===== src/rtl/hbip_pkg.sv =====
// What this block does
// - Narrow bus uses only the low byte
// - Byte transfer drives one lane, other floats
// - Latch pin level or toggling selects bus protocol
// - Address captured on latch fall; host wires
// - Register read drives selected register onto bus
// - Register write loads selected register from bus
// - DMA read pops receive FIFO, low address
// - DMA write pushes transmit FIFO, address ignored
// - Chip select gates registers, ignored otherwise
// - Reset pin floats outputs; channels stay down
// - Byte enable meaning depends on bus mode
// - Transfer acknowledge held until strobe ends
// - Interrupt pin combines sources; configurable drive
// - Request drops when clear or chain low
// - Daisy chain requests only with chain high
// - Acknowledge returns vector of top group
// - Data-strobe mode drops request after one cycle
// - Strobe mode drops request after second cycle
// - Slave mode accepts matching chain address only
// - Daisy mode accepts only with chain high
// - Chain output follows input and own request
package hbip_pkg;

  localparam int ADDR_W = 7;
  localparam int DATA_W = 16;
  localparam int NUM_GROUPS = 8;
  localparam int GRP_W = 3;

  localparam logic [1:0] LANE_NONE = 2'h0;
  localparam logic [1:0] LANE_LO = 2'h1;
  localparam logic [1:0] LANE_HI = 2'h2;
  localparam logic [1:0] LANE_WORD = 2'h3;

  localparam logic [1:0] CASC_NONE = 2'h0;
  localparam logic [1:0] CASC_SLAVE = 2'h1;
  localparam logic [1:0] CASC_DAISY = 2'h2;

  localparam logic [1:0] IRQ_DRV_PP_LOW = 2'h0;
  localparam logic [1:0] IRQ_DRV_PP_HIGH = 2'h1;
  localparam logic [1:0] IRQ_DRV_OPEN = 2'h2;

  // Upper five vector bits are fixed; the low three carry the group
  localparam logic [7:0] VEC_BASE = 8'hA0;

  typedef enum logic [1:0] {
    BMODE_RW,
    BMODE_DS,
    BMODE_MUX
  } hbip_bmode_t;

  typedef enum logic [2:0] {
    KIND_NONE,
    KIND_REG,
    KIND_DMA_A,
    KIND_DMA_B,
    KIND_IACK
  } hbip_kind_t;

  typedef enum logic [1:0] {
    ACKPH_IDLE,
    ACKPH_FIRST,
    ACKPH_SECOND
  } hbip_ackph_t;

endpackage : hbip_pkg

===== src/rtl/hbip_host_port.sv =====
`timescale 1ns/1ps
module hbip_host_port (
  input wire logic sys_clk_i,
  input wire logic resetn_i,
  input wire logic hw_reset_in_i,
  input wire logic width_i,
  input wire logic ale_i,
  input wire logic [6:0] addr_i,
  input wire logic [15:0] data_i,
  output logic [15:0] data_o,
  output logic [1:0] data_oe_o,
  input wire logic rd_n_i,
  input wire logic wr_n_i,
  input wire logic cs_n_i,
  input wire logic byte_en_n_i,
  input wire logic dma_ack_chan_a_n_i,
  input wire logic dma_ack_chan_b_n_i,
  input wire logic irq_ack_n_i,
  output logic transfer_ack_n_o,
  output logic transfer_ack_oe_o,
  output logic irq_o,
  output logic irq_oe_o,
  input wire logic chain_enable_in_i,
  input wire logic chain_enable_out_i,
  output logic chain_enable_out_o,
  output logic chain_enable_out_oe_o,
  input wire logic [1:0] irq_drive_mode_i,
  input wire logic [1:0] cascade_mode_i,
  input wire logic [1:0] slave_addr_i,
  input wire logic [7:0] irq_groups_i,
  input wire logic [1:0] channel_power_up_bit_i,
  output logic [1:0] chan_powered_o,
  output logic [6:0] reg_addr_o,
  output logic [15:0] reg_wdata_o,
  output logic [1:0] reg_be_o,
  output logic reg_wr_o,
  output logic reg_rd_o,
  input wire logic [15:0] reg_rdata_i,
  output logic [1:0] rx_pop_o,
  input wire logic [15:0] rx_data_a_i,
  input wire logic [15:0] rx_data_b_i,
  output logic [1:0] tx_push_o,
  output logic [15:0] tx_data_o
);

  typedef struct packed {
    hbip_pkg::hbip_kind_t kind;
    hbip_pkg::hbip_ackph_t ackph;
    logic cyc;
    logic done;
    logic is_rd;
    logic acc;
    logic [1:0] lanes;
    logic mux_seen;
    logic ale_prev;
    logic [6:0] addr_lat;
    logic [6:0] reg_addr;
    logic [15:0] wdata;
    logic [1:0] reg_be;
    logic reg_wr;
    logic reg_rd;
    logic [1:0] rx_pop;
    logic [1:0] tx_push;
    logic [15:0] dout;
    logic [1:0] doe;
    logic ack;
    logic [2:0] grp;
    logic [7:0] svc;
    logic irq;
    logic irq_pin;
    logic irq_oe;
    logic ceo;
    logic ceo_oe;
    logic [1:0] pwr;
  } hbip_st_t;

  hbip_st_t q;
  hbip_st_t d;

  ////////////////////////////////////////////////////////////////////////////
  // Bus decode

  hbip_pkg::hbip_bmode_t bmode;
  hbip_pkg::hbip_kind_t kind_now;
  logic ds_mode;
  logic strobe;
  logic rd_req;
  logic act_now;
  logic [6:0] addr_eff;
  logic [1:0] lanes_now;
  logic daisy;
  logic slave;
  logic match;
  logic [7:0] eff;
  logic top_vld;
  logic [2:0] top_idx;

  // Mux mode sticks once the latch pin has been seen to fall
  assign bmode = q.mux_seen ? hbip_pkg::BMODE_MUX :
                 (ale_i ? hbip_pkg::BMODE_DS : hbip_pkg::BMODE_RW);
  assign ds_mode = (bmode == hbip_pkg::BMODE_DS);
  assign strobe = ds_mode ? ~rd_n_i : (~rd_n_i | ~wr_n_i);
  assign rd_req = ds_mode ? (~rd_n_i & wr_n_i) : ~rd_n_i;
  assign addr_eff = (bmode == hbip_pkg::BMODE_MUX) ? q.addr_lat : addr_i;

  // Acknowledge outranks DMA, DMA outranks chip select
  always_comb begin
    if (!irq_ack_n_i) begin
      kind_now = hbip_pkg::KIND_IACK;
    end else if (!dma_ack_chan_a_n_i) begin
      kind_now = hbip_pkg::KIND_DMA_A;
    end else if (!dma_ack_chan_b_n_i) begin
      kind_now = hbip_pkg::KIND_DMA_B;
    end else if (!cs_n_i) begin
      kind_now = hbip_pkg::KIND_REG;
    end else begin
      kind_now = hbip_pkg::KIND_NONE;
    end
  end

  assign act_now = (kind_now == hbip_pkg::KIND_IACK) ?
                   (ds_mode ? ~rd_n_i : 1'b1) :
                   ((kind_now != hbip_pkg::KIND_NONE) & strobe);

  // Lane pick: strobe mode enable marks upper, data-strobe marks lower
  assign lanes_now = !width_i ? hbip_pkg::LANE_LO :
                     (ds_mode ? {~addr_eff[0], ~byte_en_n_i} :
                                {~byte_en_n_i, ~addr_eff[0]});

  assign daisy = (cascade_mode_i == hbip_pkg::CASC_DAISY);
  assign slave = (cascade_mode_i == hbip_pkg::CASC_SLAVE);
  assign match = slave ?
                 ({chain_enable_in_i, chain_enable_out_i} == slave_addr_i) :
                 (daisy ? chain_enable_in_i : 1'b1);
  assign eff = irq_groups_i & ~q.svc;

  hbip_irq_prio #(
    .N(hbip_pkg::NUM_GROUPS),
    .W(hbip_pkg::GRP_W)
  ) u_prio (
    .req_i(eff),
    .vld_o(top_vld),
    .idx_o(top_idx)
  );

  ////////////////////////////////////////////////////////////////////////////
  // Next state

  always_comb begin
    logic fin;
    logic [7:0] fin_mask;
    logic inhibit;
    fin = 1'b0;
    fin_mask = '0;
    inhibit = 1'b0;
    d = q;
    d.reg_wr = 1'b0;
    d.reg_rd = 1'b0;
    d.rx_pop = '0;
    d.tx_push = '0;
    d.ale_prev = ale_i;
    if (q.ale_prev && !ale_i) begin
      d.mux_seen = 1'b1;
      d.addr_lat = addr_i;
    end
    if (!q.cyc) begin
      if (act_now) begin
        d.cyc = 1'b1;
        d.done = 1'b0;
        d.kind = kind_now;
        d.is_rd = rd_req;
        d.lanes = lanes_now;
        d.acc = 1'b0;
        case (kind_now)
          hbip_pkg::KIND_REG: begin
            d.reg_addr = addr_eff;
            d.reg_be = lanes_now;
            d.wdata = data_i;
            d.reg_rd = rd_req;
            d.reg_wr = ~rd_req;
          end
          hbip_pkg::KIND_DMA_A, hbip_pkg::KIND_DMA_B: begin
            // Address bits above zero never reach the FIFO path
            d.reg_be = lanes_now;
            d.wdata = data_i;
            if (!rd_req) begin
              d.tx_push[kind_now == hbip_pkg::KIND_DMA_B] = 1'b1;
            end
          end
          hbip_pkg::KIND_IACK: begin
            d.is_rd = 1'b1;
            if (q.ackph == hbip_pkg::ACKPH_FIRST) begin
              d.acc = 1'b1;
              d.ackph = hbip_pkg::ACKPH_SECOND;
            end else if (q.irq && match && top_vld) begin
              d.acc = 1'b1;
              d.grp = top_idx;
              d.ackph = ds_mode ? hbip_pkg::ACKPH_SECOND :
                        hbip_pkg::ACKPH_FIRST;
            end
          end
          default: begin
            d.cyc = 1'b0;
          end
        endcase
      end
    end else if (!act_now || kind_now != q.kind) begin
      d.cyc = 1'b0;
      d.done = 1'b0;
      d.doe = hbip_pkg::LANE_NONE;
      d.ack = 1'b0;
      if (q.kind == hbip_pkg::KIND_IACK &&
          q.ackph == hbip_pkg::ACKPH_SECOND) begin
        fin = 1'b1;
        fin_mask = 8'h01 << q.grp;
        d.ackph = hbip_pkg::ACKPH_IDLE;
      end
    end else if (!q.done) begin
      d.done = 1'b1;
      d.ack = (q.kind != hbip_pkg::KIND_IACK) || q.acc;
      if (q.is_rd) begin
        case (q.kind)
          hbip_pkg::KIND_REG: begin
            d.dout = reg_rdata_i;
            d.doe = q.lanes;
          end
          hbip_pkg::KIND_DMA_A: begin
            d.dout = rx_data_a_i;
            d.doe = q.lanes;
            d.rx_pop[0] = 1'b1;
          end
          hbip_pkg::KIND_DMA_B: begin
            d.dout = rx_data_b_i;
            d.doe = q.lanes;
            d.rx_pop[1] = 1'b1;
          end
          hbip_pkg::KIND_IACK: begin
            if (q.ackph == hbip_pkg::ACKPH_SECOND) begin
              d.dout = {8'h00, hbip_pkg::VEC_BASE[7:3], q.grp};
              d.doe = hbip_pkg::LANE_LO;
            end
          end
          default: begin
            d.doe = hbip_pkg::LANE_NONE;
          end
        endcase
      end
    end

    // A serviced group is not re-raised until its status clears
    d.svc = (q.svc | fin_mask) & irq_groups_i;
    inhibit = daisy && (q.ackph != hbip_pkg::ACKPH_IDLE ||
                        (q.cyc && q.kind == hbip_pkg::KIND_IACK));
    if (daisy && !chain_enable_in_i) begin
      d.irq = 1'b0;
    end else if (fin) begin
      d.irq = |(eff & ~fin_mask);
    end else if (q.irq) begin
      d.irq = |eff;
    end else begin
      d.irq = (|eff) && !inhibit;
    end
    case (irq_drive_mode_i)
      hbip_pkg::IRQ_DRV_PP_LOW: begin
        d.irq_pin = ~d.irq;
        d.irq_oe = 1'b1;
      end
      hbip_pkg::IRQ_DRV_PP_HIGH: begin
        d.irq_pin = d.irq;
        d.irq_oe = 1'b1;
      end
      default: begin
        d.irq_pin = 1'b0;
        d.irq_oe = d.irq;
      end
    endcase
    // In slave mode both chain pins are inputs carrying the address
    d.ceo = daisy && chain_enable_in_i && !d.irq;
    d.ceo_oe = daisy;
    d.pwr = channel_power_up_bit_i;
    if (hw_reset_in_i) begin
      d = '0;
    end
  end

  always_ff @(posedge sys_clk_i or negedge resetn_i) begin
    if (!resetn_i) begin
      q <= '0;
    end else begin
      q <= d;
    end
  end

  ////////////////////////////////////////////////////////////////////////////
  // Outputs

  assign data_o = q.dout;
  assign data_oe_o = q.doe;
  // Open drain: only the enable moves, the level stays low
  assign transfer_ack_n_o = 1'b0;
  assign transfer_ack_oe_o = q.ack;
  assign irq_o = q.irq_pin;
  assign irq_oe_o = q.irq_oe;
  assign chain_enable_out_o = q.ceo;
  assign chain_enable_out_oe_o = q.ceo_oe;
  assign chan_powered_o = q.pwr;
  assign reg_addr_o = q.reg_addr;
  assign reg_wdata_o = q.wdata;
  assign reg_be_o = q.reg_be;
  assign reg_wr_o = q.reg_wr;
  assign reg_rd_o = q.reg_rd;
  assign rx_pop_o = q.rx_pop;
  assign tx_push_o = q.tx_push;
  assign tx_data_o = q.wdata;
endmodule : hbip_host_port


===== src/rtl/hbip_irq_prio.sv =====
`timescale 1ns/1ps
module hbip_irq_prio #(
  parameter int N = 8,
  parameter int W = 3
) (
  input wire logic [N-1:0] req_i,
  output logic vld_o,
  output logic [W-1:0] idx_o
);

  // Group 0 wins; scanning downward lets the lowest index overwrite
  always_comb begin
    vld_o = |req_i;
    idx_o = '0;
    for (int i = N - 1; i >= 0; i--) begin
      if (req_i[i]) begin
        idx_o = W'(i);
      end
    end
  end

endmodule : hbip_irq_prio


===== config.mk =====
export PLATFORM = sky130hd
export DESIGN_NAME = hbip_host_port
export DESIGN_NICKNAME = d
export VERILOG_FILES = /design/src/rtl/hbip_pkg.sv /design/src/rtl/hbip_host_port.sv /design/src/rtl/hbip_irq_prio.sv
export SDC_FILE = /design/constraint.sdc
export NUM_CORES = 1
export LEC_CHECK = 0
export BUFFER_PORTS_ARGS = -buffer_cell sky130_fd_sc_hd__buf_4
export CAP_MARGIN = 20
export CELL_PAD_IN_SITES_DETAIL_PLACEMENT = 1
export CELL_PAD_IN_SITES_GLOBAL_PLACEMENT = 2
export CORE_UTILIZATION = 32
export DETAILED_ROUTE_END_ITERATION = 7
export PLACE_DENSITY_LB_ADDON = 0.1
export SETUP_SLACK_MARGIN = 0.3
export SYNTH_ARGS = -nofsm -noshare
export SYNTH_HDL_FRONTEND = slang
export SYNTH_HIERARCHICAL = 1
export SYNTH_SLANG_ARGS = --single-unit

===== constraint.sdc =====
create_clock -name sys_clk_i -period 4 [get_ports sys_clk_i]
set_input_delay 0.8 -clock sys_clk_i [delete_from_list [all_inputs] [get_ports sys_clk_i]]
set_output_delay 0.8 -clock sys_clk_i [all_outputs]
set_load 0.005 [all_outputs]

After elaboration in Yosys (flattened, before gate mapping) --
Index checks and enable logic that the tools add are counted.
Word-level totals: register bits after elaboration 88, input bits 101
Cells by class: multiplexer cells 81, equal/unequal tests 27, magnitude comparators 2, bitwise gates (word level) 15, reduce and logical (&&, ||, !) cells 49, shift-type cells 1
Operators with widths (count):
- two-way mux 88 bit | 1
- case mux 16 bit (4 select lines) | 1
- two-way mux 18 bit | 3
- two-way mux 27 bit | 2
- two-way mux 3 bit | 17
- two-way mux 2 bit | 20
- two-way mux 19 bit | 2
- bitwise AND 8 bit | 3
- two-way mux 8 bit | 3
- two-way mux 1 bit | 22
- two-way mux 7 bit | 3
- nonzero test 2 bit | 9
- two-way mux 16 bit | 1
- NOT 8 bit | 2
- OR reduction 8 bit | 2
- equality test 3 x 2 -> 1 bit (second input constant) | 4
- nonzero test 3 bit | 4
- logical AND 1 bit | 11
- two-way mux 11 bit | 1
- AND reduction 5 bit | 2
- inequality test 3 x 2 -> 1 bit (second input constant) | 3
- equality test 2 x 1 -> 1 bit (second input constant) | 4
- two-way mux 4 bit | 2
- inequality test 2 bit (second input constant) | 4
- 28 further kinds | 49

Logic depth before layout (Yosys ltp) --
Gate-level depths: netlist of the first run.
depth in word-level cells 19, mapped depth 9, mapped depth without buffers 7

Hierarchy --
Netlist of the first run, hierarchy kept.
By module, submodules not included:
- hbip_host_port | area an instance 4997.3 um^2, cells an instance 550, seq. area each 2202.1 um^2, instances 1
- hbip_irq_prio | area an instance 81.3 um^2, cells an instance 13, seq. area each 0.0 um^2, instances 1

Worst setup path before layout of the first run --
OpenSTA, ideal clock, no wires.
kind input-to-reg, start point input irq_ack_n_i, end point register q[83] in the netlist's numbering, setup time 0.125 ns, stages on the path 7, data arrival time 2.284 ns, data required time 3.875 ns, setup slack 1.591 ns, path through buf_4 -> nand2_1 -> a21boi_2 -> a21oi_2 -> a2111oi_4 -> or3_1 -> mux2_2
Between the ends: longest elaborated chain between the ends 8
Ends and longest elaborated chain:
- start, declared | RTL line hbip_host_port.sv:18 | input wire logic irq_ack_n_i,
- two-way mux 3 bit (*) | RTL line hbip_host_port.sv:108 | if (!irq_ack_n_i) begin
- nonzero test 3 bit | RTL line hbip_host_port.sv:123 | ((kind_now != hbip_pkg::KIND_NONE) & strobe);
- bitwise AND 1 bit | RTL line hbip_host_port.sv:123
- two-way mux 1 bit | RTL line hbip_host_port.sv:121 | assign act_now = (kind_now == hbip_pkg::KIND_IACK) ?
- zero test 1 bit | RTL line hbip_host_port.sv:207 | end else if (!act_now || kind_now != q.kind) begin
- logical OR 1 bit | RTL line hbip_host_port.sv:207
- inequality test 3 x 2 -> 1 bit (no source line)
- AND reduction 5 bit (no source line) (*)
- end signal, assigned | RTL line hbip_host_port.sv:288 | q <= '0;
- end signal, assigned | RTL line hbip_host_port.sv:290 | q <= d;
- end, declared | RTL line hbip_host_port.sv:77 | hbip_st_t q;
Every way passes the cells marked *; elsewhere a longest branch is shown, timed or not. A chain may end at the register's enable or synchronous reset.

Worst setup path in the final report of the first run --
start point register q[87] in the netlist's numbering, end point register q, in the netlist data_o[10]
Between the ends: longest elaborated chain between the ends 7
Ends and longest elaborated chain:
- equality test 3 bit (tied with other cells) | RTL line hbip_host_port.sv:222 | case (q.kind)
- case mux 16 bit (4 select lines) | RTL line hbip_host_port.sv:222
- two-way mux 18 bit | RTL line hbip_host_port.sv:221 | if (q.is_rd) begin
- two-way mux 19 bit | RTL line hbip_host_port.sv:218 | end else if (!q.done) begin
- two-way mux 16 bit | RTL line hbip_host_port.sv:207
- two-way mux 19 bit | RTL line hbip_host_port.sv:166 | if (!q.cyc) begin
- two-way mux 88 bit | RTL line hbip_host_port.sv:281 | if (hw_reset_in_i) begin
Parallel ways exist; a longest one is shown, timed or not. The select of a mux whose other input is x is not followed.

==> results.md, run 1 <==
- CTS Buffer Depth: 2
- Fmax: around 370 MHz
- Vias in the first global route: 4511
- Remaining DRCs: 0
- Post-synthesis cell area: ~5100 µm²
- # diodes: 0
- Post-synth top cells: dfrtp_1, nand2_1, buf_4
- Iteration-0 DRC Markers: 103
- RSZ-0062 raised after global routing: no
- Share of synthesized flip-flops with an asynchronous set or reset: 100%
- Post-route ant nets: 0
- Ranking of synthesized cells by area: dfrtp_1, buf_4, mux2i_1
- R2R Path Start: q[87]
- I/O Buffers: 172
- #FFs+latches synth: 88
- Switching pwr: about 0.58 mW
- Initial antenna violation count: 0
- Area of the multi-input gates: 2220 µm²
- Critical Path Fanout Max: 21
- HP Class: input pin to asynchronous set/reset pin
- # IOs: ~170
- Setup crit start kind: flip-flop
- Leakage power: 2.91 nW
- Vias/cell: 4.90
- Global-route wire length before repair: 22.7 mm
- Die area: approximately 16000 µm²
- Peak supply drop: roughly 0.21 mV
- DRT Wirelength: 13.9 mm
- WL/cell: 15.9 µm
- Area Growth Syn to Fin: 25.9%
- Initial Util: between 30% and 40%
- Final Max Tran Viols: 0
- CTS tree: built
- Clk sink count: 88
- Seq. cell area: approximately 2200 µm²
- GP Congestion: 0.737
- Count of nets after finishing: 756
- Setup Viol. Count Final: 0
- CP required: 4.20 ns
- CTS buffer count: 9
- Most frequent cell after synthesis: dfrtp_1
- Reg2reg setup slack: 1.29 ns
- Switch share: between 20% and 30%
- Slew HR: 32.5%
- Worst-Skew Late Latency: 0.34 ns
- Cells after Synth: about 560
- Slew at the pin closest to its max-slew limit: just over 1 ns
- Vias: 4259
- DP Wirelength: 10.0 mm
- Overflow left after global routing: 0
- CORE AREA: 15400 µm²
- Crit path kind: flip-flop to flip-flop
- Final Instance Area: 6390 µm²
- Logic gate share of total power: 17.0%
- Reg clk slew, reported paths: 0.06 ns
- Placed inst area: roughly 6000 µm²
- Final Hold Vio Count: 0
- Root Buffer: clkbuf_16
- Largest net degree at the start of global routing: 79
- Final core occ: 41.6%
- Crit path DAT: 2.91 ns
- Yosys warns: 6
- Mean Syn Cell Area: 9.02 µm²
- Synth cell types: 64
- DP Worst Slack: 1.19 ns
- Depth of the CTS H-tree: 3
- Fillers: around 1800
- Share of cells above drive strength 1: roughly 34%
- Final WS setup: between 1 and 1.5 ns
- Std-Cell Rows: 45
- Max cap viols: 0
- Clk pwr share: 40.2%
- Worst setup EP type: flip-flop
- Setup TNS: 0 ns
- Cells on worst reg2reg path: 6
- Synth Flop Type: dfrtp_1
- Chip Height: 128 µm
- TritonRoute pass-1 iters: 4
- Power density cells: 352 nW/µm²
- Total power: about 2.2 mW
- Cts hold-fix bufs: 0
- Tmin final: 2.71 ns
- Tot GR Track Use: between 10% and 20%
- EDFF count, synth: 0
- Worst r2r dst: data_o[10]
- DIE WIDTH: 128 µm
- Clock Skews: ~0.0076 ns
- Seq/Total Area, Yosys: between 40% and 50%
- Internal power: 1.67 mW
- Tcrit/Tclk final: 67.8%
- Post-CTS Setup Bufs: 0
- Syn Nets: 664
- Status: finished clean
- Synth area leader: dfrtp_1
- Post-cts resize count: 0
- Post-synth top area share: 43.4%
- Sequential share of power: 42.8%
## flip-flops by register name, summed over array words and instances, names as in the netlist, 2 cells and up
register and cells:
data_oe_o 2, reg_be_o 2, tx_push_o 2, chan_powered_o 2, rx_pop_o 2, q 32
data_o 16, reg_wdata_o 16, reg_addr_o 7
## cell families after synthesis
kind of cell	synth area share [%]
flops	43.4
simple gates	20.0
xor+xnor	0.345
compound gates	17.4
mux	5.76
other cells	0.0738
buf+inv	13.1
## worst max path at each step
stage                startpoint          to  slack [ns]  cells past startpoint
floorplan           irq_ack_n_i       q[83]        1.59                      7
global placement    irq_ack_n_i       irq_o        1.21                      8
detailed placement  irq_ack_n_i       irq_o        1.19                      8
CTS                       q[87]  data_o[10]        1.30                      6
global route              q[87]  data_o[11]        1.15                      6
finish                    q[87]  data_o[10]        1.29                      6
## placed cells by master, fill, tap and decap left out, drive strengths merged, types with 9 or more instances in the layout
cell	instances
dfrtp	88
nand2b	13
a31oi	9
nor2b	18
o22ai	13
nor3b	9
buf	179
nand2	68
mux2i	27
a21oi	42
clkbuf	10
o21ai	40
nor2	64
## per-stage QoR
stage | std cells | hold slack [ns]
after floorplan | 563 | 0.450
after global placement | 854 | 0.465
after detailed placement | 854 | 0.475
after CTS | 869 | 0.489
after global routing | 870 | 0.378
final | 870 | 0.373
## layout make-up
| class | instances | share of cell area [%] |
|---|---|---|
| multi-input combinational | 371 | 34.7 |
| sequential | 88 | 34.4 |
| timing repair buffer | 179 | 21.3 |
| tap | 211 | 4.13 |
| clock buffer | 10 | 3.74 |
| clock inverter | 5 | 1.27 |
| inverter | 6 | 0.352 |
## critical path, stage by stage, from the launching register on
cell	delay (ns)
dfrtp_1	0.60
nor2b_1	0.86
o2111ai_4	0.25
nor3_4	0.23
buf_4	0.33
mux2i_1	0.24
nor2_1	0.05
## metal layers
| metal | vias to the layer above | share of wire (%) | track usage [%] |
|---|---|---|---|
| met5 | - | 0 | 0 |
| met4 | 0 | 0.95 | 4.01 |
| met3 | 11 | 5.4 | 5.26 |
| met2 | 110 | 49 | 30.2 |
| met1 | 2075 | 45 | 22.2 |
| li1 | 2063 | - | - |
## power groups by stage
stage          logic, mW  clock network [mW]  registers [mW]
2_1_floorplan      0.235                   0           0.963
3_3_place_gp       0.378                   0           0.977
3_5_place_dp       0.386                   0           0.980
4_1_cts            0.387               0.941           0.963
5_1_grt            0.427               0.982           0.968
6_report           0.382               0.903           0.963
No activity file was read; power rests on OpenSTA's default activity.
==> inputs of run 2 (changes only) <==
--- a/config.mk
+++ b/config.mk
@@ -9,7 +9,7 @@
 export CAP_MARGIN = 20
 export CELL_PAD_IN_SITES_DETAIL_PLACEMENT = 1
 export CELL_PAD_IN_SITES_GLOBAL_PLACEMENT = 2
-export CORE_UTILIZATION = 32
+export CORE_UTILIZATION = 26
 export DETAILED_ROUTE_END_ITERATION = 7
 export PLACE_DENSITY_LB_ADDON = 0.1
 export SETUP_SLACK_MARGIN = 0.3
==> constraint.sdc (replaced) <==
create_clock -name sys_clk_i -period 2.3 [get_ports sys_clk_i]
set_input_delay 0.46 -clock sys_clk_i [delete_from_list [all_inputs] [get_ports sys_clk_i]]
set_output_delay 0.46 -clock sys_clk_i [all_outputs]
set_load 0.005 [all_outputs]
==> results.md, run 2 (synthesis results as in run 1) <==
- Final core occ: 36.7% (was 41.6%)
- Die area: 20100 µm² (was 16400 µm²)
- Worst-Skew Late Latency: 0.35 ns (was 0.34 ns)
- Tmin final: 2.00 ns (was 2.71 ns)
- Tightest hold margin: 0.0718 ns (was 0.373 ns)
- Crit path kind: flip-flop to flip-flop (unchanged)
- Vias: 4422 (was 4259)
- CORE AREA: 19000 µm² (was 15400 µm²)
- HP Class: input pin to asynchronous set/reset pin (unchanged)
- Clk sink count: 88 (unchanged)
- Tot GR Track Use: 15.7% (was 17.8%)
- DP Wirelength: 11.4 mm (was 10.0 mm)
- Final Hold Vio Count: 0 (unchanged)
- WL/cell: 16.3 µm (was 15.9 µm)
- Vias in the first global route: 4673 (was 4511)
- Setup crit start kind: flip-flop (unchanged)
- Remaining DRCs: 0 (unchanged)
- Vias/cell: 4.62 (was 4.90)
- Worst setup EP type: flip-flop (unchanged)
- Post-route ant nets: 0 (unchanged)
- CTS buffer count: 9 (unchanged)
- Global-route wire length before repair: 24.6 mm (was 22.7 mm)
- DP Worst Slack: -0.00116 ns (was 1.19 ns)
- Peak supply drop: 0.353 mV (was 0.210 mV)
- Max cap viols: 0 (unchanged)
- RSZ-0062 raised after global routing: yes (was no)
- Slew at the pin closest to its max-slew limit: 0.614 ns (was 1.01 ns)
- Depth of the CTS H-tree: 3 (unchanged)
- Std-Cell Rows: 50 (was 45)
- Overflow left after global routing: 0 (unchanged)
- DIE WIDTH: 142 µm (was 128 µm)
- I/O Buffers: 172 (unchanged)
- CP required: 2.53 ns (was 4.20 ns)
- Crit path DAT: 2.23 ns (was 2.91 ns)
- Count of nets after finishing: 794 (was 756)
- Slew HR: 59.0% (was 32.5%)
- # diodes: 0 (unchanged)
- Critical Path Fanout Max: 9 (was 21)
- Commonest non-fill, non-tap cell in the layout: buf_4 (unchanged)
- CTS tree: built (unchanged)
- Final Max Tran Viols: 0 (unchanged)
- Iteration-0 DRC Markers: 124 (was 103)
- Setup Viol. Count Final: 0 (unchanged)
- Tcrit/Tclk final: 86.8% (was 67.8%)
- Root Buffer: clkbuf_16 (unchanged)
- Commonest non-fill, non-tap cells in the layout: buf_4, dfrtp_1, nand2_1 (unchanged)
- Status: finished clean (unchanged)
- DRT Wirelength: 15.6 mm (was 13.9 mm)
- Clock Skews: 0.00656 ns (was 0.00758 ns)
- Chip Height: 142 µm (was 128 µm)
- Reg clk slew, reported paths: 0.07 ns (was 0.06 ns)
- Top reg by flops: q (unchanged)
- CTS Buffer Depth: 2 (unchanged)
- Max reg flops: 32 (unchanged)
- Final WS setup: 0.305 ns (was 1.29 ns)
- Fmax: 501 MHz (was 369 MHz)
- # IOs: 174 (unchanged)
- GP Congestion: 0.806 (was 0.737)
- Leakage power: 3.15 nW (was 2.91 nW)
- Largest net degree at the start of global routing: 37 (was 79)
- Power density cells: 571 nW/µm² (was 352 nW/µm²)
- Initial antenna violation count: 0 (unchanged)
- Initial Util: 26.8% (was 33.0%)
- Share of cells above drive strength 1: 41.4% (was 33.5%)
- TritonRoute pass-1 iters: 4 (unchanged)
- Area Growth Syn to Fin: 37.2% (was 25.9%)
-- run 2: path summary, 6_finish.rpt --
path / slack (ns) / end / from / depth (start not counted)
max: 0.30 / q[83] / q[87] / 6
min: 0.07 / q[8] / resetn_i / 1
max reg2reg: 0.30 / q[83] / q[87] / 6
min reg2reg: 0.49 / reg_be_o[1] / reg_be_o[1] / 2
max in group asynchronous: 1.61 / q[85] / resetn_i / 2
min in group sys_clk_i: 0.29 / irq_oe_o / irq_drive_mode_i[1] / 2
-- run 2: area by class of cell --
class / count / area (µm²)
fill: 2187 / 12000
multi-input combinational: 371 / 2380
sequential: 88 / 2210
timing repair buffer: 217 / 1720
tap: 260 / 325
clock buffer: 10 / 239
clock inverter: 6 / 67.6
inverter: 6 / 22.5
-- run 2: layer usage --
metal	routed length (µm)	global-route usage (%)
met1	7040	19.5
met2	7660	26.9
met3	760	3.95
met4	182	4.47
met5	0	0
-- run 2: metrics by stage --
stage | std cells | area (µm²) | setup TNS (ns) | total power, mW
floorplan | 563 | 5090 | 0 | 2.09
global placement | 929 | 6340 | 0 | 2.41
detailed placement | 929 | 6340 | -0.00116 | 2.43
CTS | 951 | 6720 | 0 | 4.01
global route | 958 | 6970 | 0 | 4.19
finish | 958 | 6970 | 0 | 3.98
-- run 2: repair_timing --
action	CTS	global route
buffers inserted	6	5
cloned	0	2
gates resized for setup	8	35
setup endpoints to repair	29	30
pin swaps	4	14
hold buffers	0	0
-- run 2: worst max-delay path, cell delays in order (launching register included) --
cell and delay [ns]:
dfrtp_2 0.50, o31ai_4 0.33, buf_6 0.15, a2111oi_4 0.06, buf_6 0.15, or3_4 0.38, mux2_4 0.30
-- run 2: where the power goes --
group / leakage [nW] / total, mW / switching, mW / internal (mW)
clock network: 0.145 / 1.53 / 0.656 / 0.876
registers: 1.20 / 1.67 / 0.0554 / 1.61
logic: 1.80 / 0.780 / 0.394 / 0.386
total: 3.15 / 3.98 / 1.11 / 2.87
==> inputs of run 3 (changes only) <==
--- a/config.mk
+++ b/config.mk
@@ -5,11 +5,12 @@
 export SDC_FILE = /design/constraint.sdc
 export NUM_CORES = 1
 export LEC_CHECK = 0
+export ABC_AREA = 1
 export BUFFER_PORTS_ARGS = -buffer_cell sky130_fd_sc_hd__buf_4
 export CAP_MARGIN = 20
 export CELL_PAD_IN_SITES_DETAIL_PLACEMENT = 1
 export CELL_PAD_IN_SITES_GLOBAL_PLACEMENT = 2
-export CORE_UTILIZATION = 26
+export CORE_UTILIZATION = 25
 export DETAILED_ROUTE_END_ITERATION = 7
 export PLACE_DENSITY_LB_ADDON = 0.1
 export SETUP_SLACK_MARGIN = 0.3
==> results.md, run 3 <==
- Max reg flops: 32 (unchanged)
- CTS Buffer Depth: 2 (unchanged)
- TritonRoute pass-1 iters: 4 (unchanged)
- Vias/cell: 4.48 (was 4.62)
- Global-route wire length before repair: 24.7 mm (was 24.6 mm)
- Ranking of synthesized cells by area: dfrtp_1, buf_4, nand2_1 (was dfrtp_1, buf_4, mux2i_1)
- Synth Flop Type: dfrtp_1 (unchanged)
- Reg clk slew, reported paths: 0.06 ns (was 0.07 ns)
- Initial Util: 25.6% (was 26.8%)
- Setup crit start kind: flip-flop (unchanged)
- HP Class: input pin to asynchronous set/reset pin (unchanged)
- Synth area leader: dfrtp_1 (unchanged)
- Synth Area in XOR/XNOR: 0.352% (was 0.345%)
- Peak supply drop: 0.357 mV (was 0.353 mV)
- Logic gate share of total power: 20.2% (was 19.6%)
- Tightest hold margin: 0.0334 ns (was 0.0718 ns)
- Die area: 20500 µm² (was 20100 µm²)
- Commonest non-fill, non-tap cells in the layout: buf_4, nand2_1, dfrtp_1 (was buf_4, dfrtp_1, nand2_1)
- Final WS setup: 0.409 ns (was 0.305 ns)
- Area of the multi-input gates: 2110 µm² (was 2380 µm²)
- Post-synth top area share: 44.2% (was 43.4%)
- EDFF count, synth: 0 (unchanged)
- Iteration-0 DRC Markers: 163 (was 124)
- Post-synth top cells: nand2_1, dfrtp_1, nand3_1 (was dfrtp_1, nand2_1, buf_4)
- Largest net degree at the start of global routing: 42 (was 37)
- Fillers: 2360 (was 2187)
- Final Hold Vio Count: 0 (unchanged)
- Internal power: 2.88 mW (was 2.87 mW)
- CTS buffer count: 9 (unchanged)
- Cell Chain, Critical Path: clkinv_4 -> nand3_4 -> nor2_4 -> inv_4 -> nor2_2 -> nand3_4 -> nand2_1 -> nand2_1 -> nor2_1 -> nand2_1 -> nand2_1 -> nand2_2 -> a21oi_2 -> nor2_1 (was o31ai_4 -> buf_6 -> a2111oi_4 -> buf_6 -> or3_4 -> mux2_4)
- DRT Wirelength: 16.0 mm (was 15.6 mm)
- Crit path DAT: 2.13 ns (was 2.23 ns)
- Cell count after placement: 980 (was 929)
- CP required: 2.54 ns (was 2.53 ns)
- Overflow left after global routing: 0 (unchanged)
- Slowest stage delay, CP: 0.44 ns (was 0.50 ns)
- # IOs: 174 (unchanged)
- Final Max Tran Viols: 0 (unchanged)
- Share of cells above drive strength 1: 36.7% (was 41.4%)
- Cells after Synth: 613 (was 563)
- I/O Buffers: 172 (unchanged)
- RSZ-0062 raised after global routing: yes (unchanged)
- Mean Syn Cell Area: 8.12 µm² (was 9.02 µm²)
- Post-route ant nets: 0 (unchanged)
- Initial antenna violation count: 0 (unchanged)
- Slew HR: 64.0% (was 59.0%)
- Setup Viol. Count Final: 0 (unchanged)
- Depth of the CTS H-tree: 3 (unchanged)
- Power density cells: 596 nW/µm² (was 571 nW/µm²)
- WL/cell: 15.9 µm (was 16.3 µm)
- Seq. cell area: 2200 µm² (was 2210 µm²)
- DIE WIDTH: 143 µm (was 142 µm)
- Simple-gate share of the synthesized area: 24.1% (was 20.0%)
- Switching pwr: 1.12 mW (was 1.11 mW)
- Seq/Total Area, Yosys: 44.2% (was 43.4%)
- Remaining DRCs: 0 (unchanged)
- # diodes: 0 (unchanged)
- Tmin final: 1.89 ns (was 2.00 ns)
- Crit path kind: flip-flop to flip-flop (unchanged)
- Switch share: 28.1% (was 27.8%)
- Clock Skews: 0.00596 ns (was 0.00656 ns)
- Top reg by flops: q (unchanged)
- Share of synthesized flip-flops with an asynchronous set or reset: 100% (unchanged)
- DP Worst Slack: 0.134 ns (was -0.00116 ns)
- Yosys warns: 6 (unchanged)
- Root Buffer: clkbuf_16 (unchanged)
- #FFs+latches synth: 88 (unchanged)
- Max cap viols: 0 (unchanged)
- Std-Cell Rows: 51 (was 50)
- Worst setup EP type: flip-flop (unchanged)
- Synth cell types: 43 (was 64)
- Synth Area in Compound Gates: 14.1% (was 17.4%)
- Adder-cell share of the synthesized area: 0% (unchanged)
- Commonest non-fill, non-tap cell in the layout: buf_4 (unchanged)
- CP max-delay cell: dfrtp_2 (unchanged)
- Clk sink count: 88 (unchanged)
- Setup TNS: 0 ns (unchanged)
- Post-synthesis cell area: 4980 µm² (was 5080 µm²)
- Syn Nets: 714 (was 664)
- CTS tree: built (unchanged)
- Fin cells: 1009 (was 958)
- Multiplexer share of the synthesized area: 0.201% (was 5.76%)
- Sequential share of power: 42.0% (was 41.9%)
- Chip Height: 143 µm (was 142 µm)
- Leakage power: 3.32 nW (was 3.15 nW)
- Tcrit/Tclk final: 82.2% (was 86.8%)
- Largest family of logic cells by synthesized area: simple AND/OR/NAND/NOR gates (unchanged)
- Critical Path Fanout Max: 7 (was 9)
- Most frequent cell after synthesis: nand2_1 (was dfrtp_1)
- Count of nets after finishing: 840 (was 794)
- Final Instance Area: 6720 µm² (was 6970 µm²)
- Vias: 4521 (was 4422)
- Vias in the first global route: 4685 (was 4673)
- Cts hold-fix bufs: 0 (unchanged)
- GP Congestion: 0.775 (was 0.806)
- CORE AREA: 19500 µm² (was 19000 µm²)
- Status: finished clean (unchanged)
- Area Growth Syn to Fin: 35.0% (was 37.2%)
- Tot GR Track Use: 15.9% (was 15.7%)
- Clk pwr share: 37.8% (was 38.5%)
- Worst-Skew Late Latency: 0.34 ns (was 0.35 ns)
- DP Wirelength: 11.9 mm (was 11.4 mm)
- Fmax: 529 MHz (was 501 MHz)
- Placed inst area: 6150 µm² (was 6340 µm²)
- Slew at the pin closest to its max-slew limit: 0.534 ns (was 0.614 ns)
- Critical Path Most Common Cell: nand2_1 (was buf_6)
==> run 3: final cells by class <==
type	count	area share (%)
Tap cell	265	4.93
Clock buffer	13	3.87
Inverter	67	3.85
Sequential cell	88	32.8
Timing Repair Buffer	200	22.5
Clock inverter	3	0.596
Multi-Input combinational cell	373	31.4
==> run 3: final timing paths <==
| kind | startpoint | endpoint | slack, ns | cells after the start |
|---|---|---|---|---|
| worst min register to register | q[68] | q[68] | 0.49 | 2 |
| worst max register to register | q[85] | irq_o | 0.41 | 14 |
| min in group sys_clk_i | irq_drive_mode_i[1] | irq_oe_o | 0.29 | 2 |
| worst max-delay path | q[85] | irq_o | 0.41 | 14 |
| worst min-delay path | resetn_i | data_o[6] | 0.03 | 1 |
| max in group asynchronous | resetn_i | reg_wdata_o[5] | 1.61 | 2 |
==> run 3: metrics by stage <==
stage / power (mW) / utilization, %
CTS: 4.05 / 33.3
global placement: 2.46 / 31.6
detailed placement: 2.48 / 31.6
floorplan: 2.13 / -
global route: 4.23 / 34.5
finish: 4.00 / 34.5
==> run 3: cells by family after synthesis <==
family,Yosys count
buffers and inverters,154
XOR/XNOR,2
other,1
AO/OA/AOI/OAI,115
AND/OR/NAND/NOR,252
flip-flops,88
multiplexers,1
==> run 3: repair_timing <==
item                       CTS  global route
gates cloned                 0             2
buffers inserted             2             9
setup endpoints to repair   19            24
pin swaps                    1            15
resized for setup            5            35
==> run 3: power groups by stage <==
stage	logic (mW)	clock network (mW)	registers, mW
after floorplan	0.437	0	1.69
after global placement	0.755	0	1.71
after detailed placement	0.769	0	1.71
after CTS	0.779	1.59	1.68
after global routing	0.895	1.64	1.69
final	0.807	1.51	1.68
==> run 3: routing by layer <==
metal | vias up | share of wire, % | global-route usage (%)
met1 | 2194 | 45 | 20.3
met3 | 15 | 4.0 | 2.18
met5 | - | 0 | 0
met2 | 98 | 50 | 27.0
li1 | 2214 | - | -
met4 | 0 | 1.7 | 5.94
==> run 3: worst max-delay path: cells and delay by family (launching register included) <==
family	cells	cell delay, ns
buf+inv	2	0.19
compound gates	1	0.13
simple gates	11	1.03
flops	1	0.44
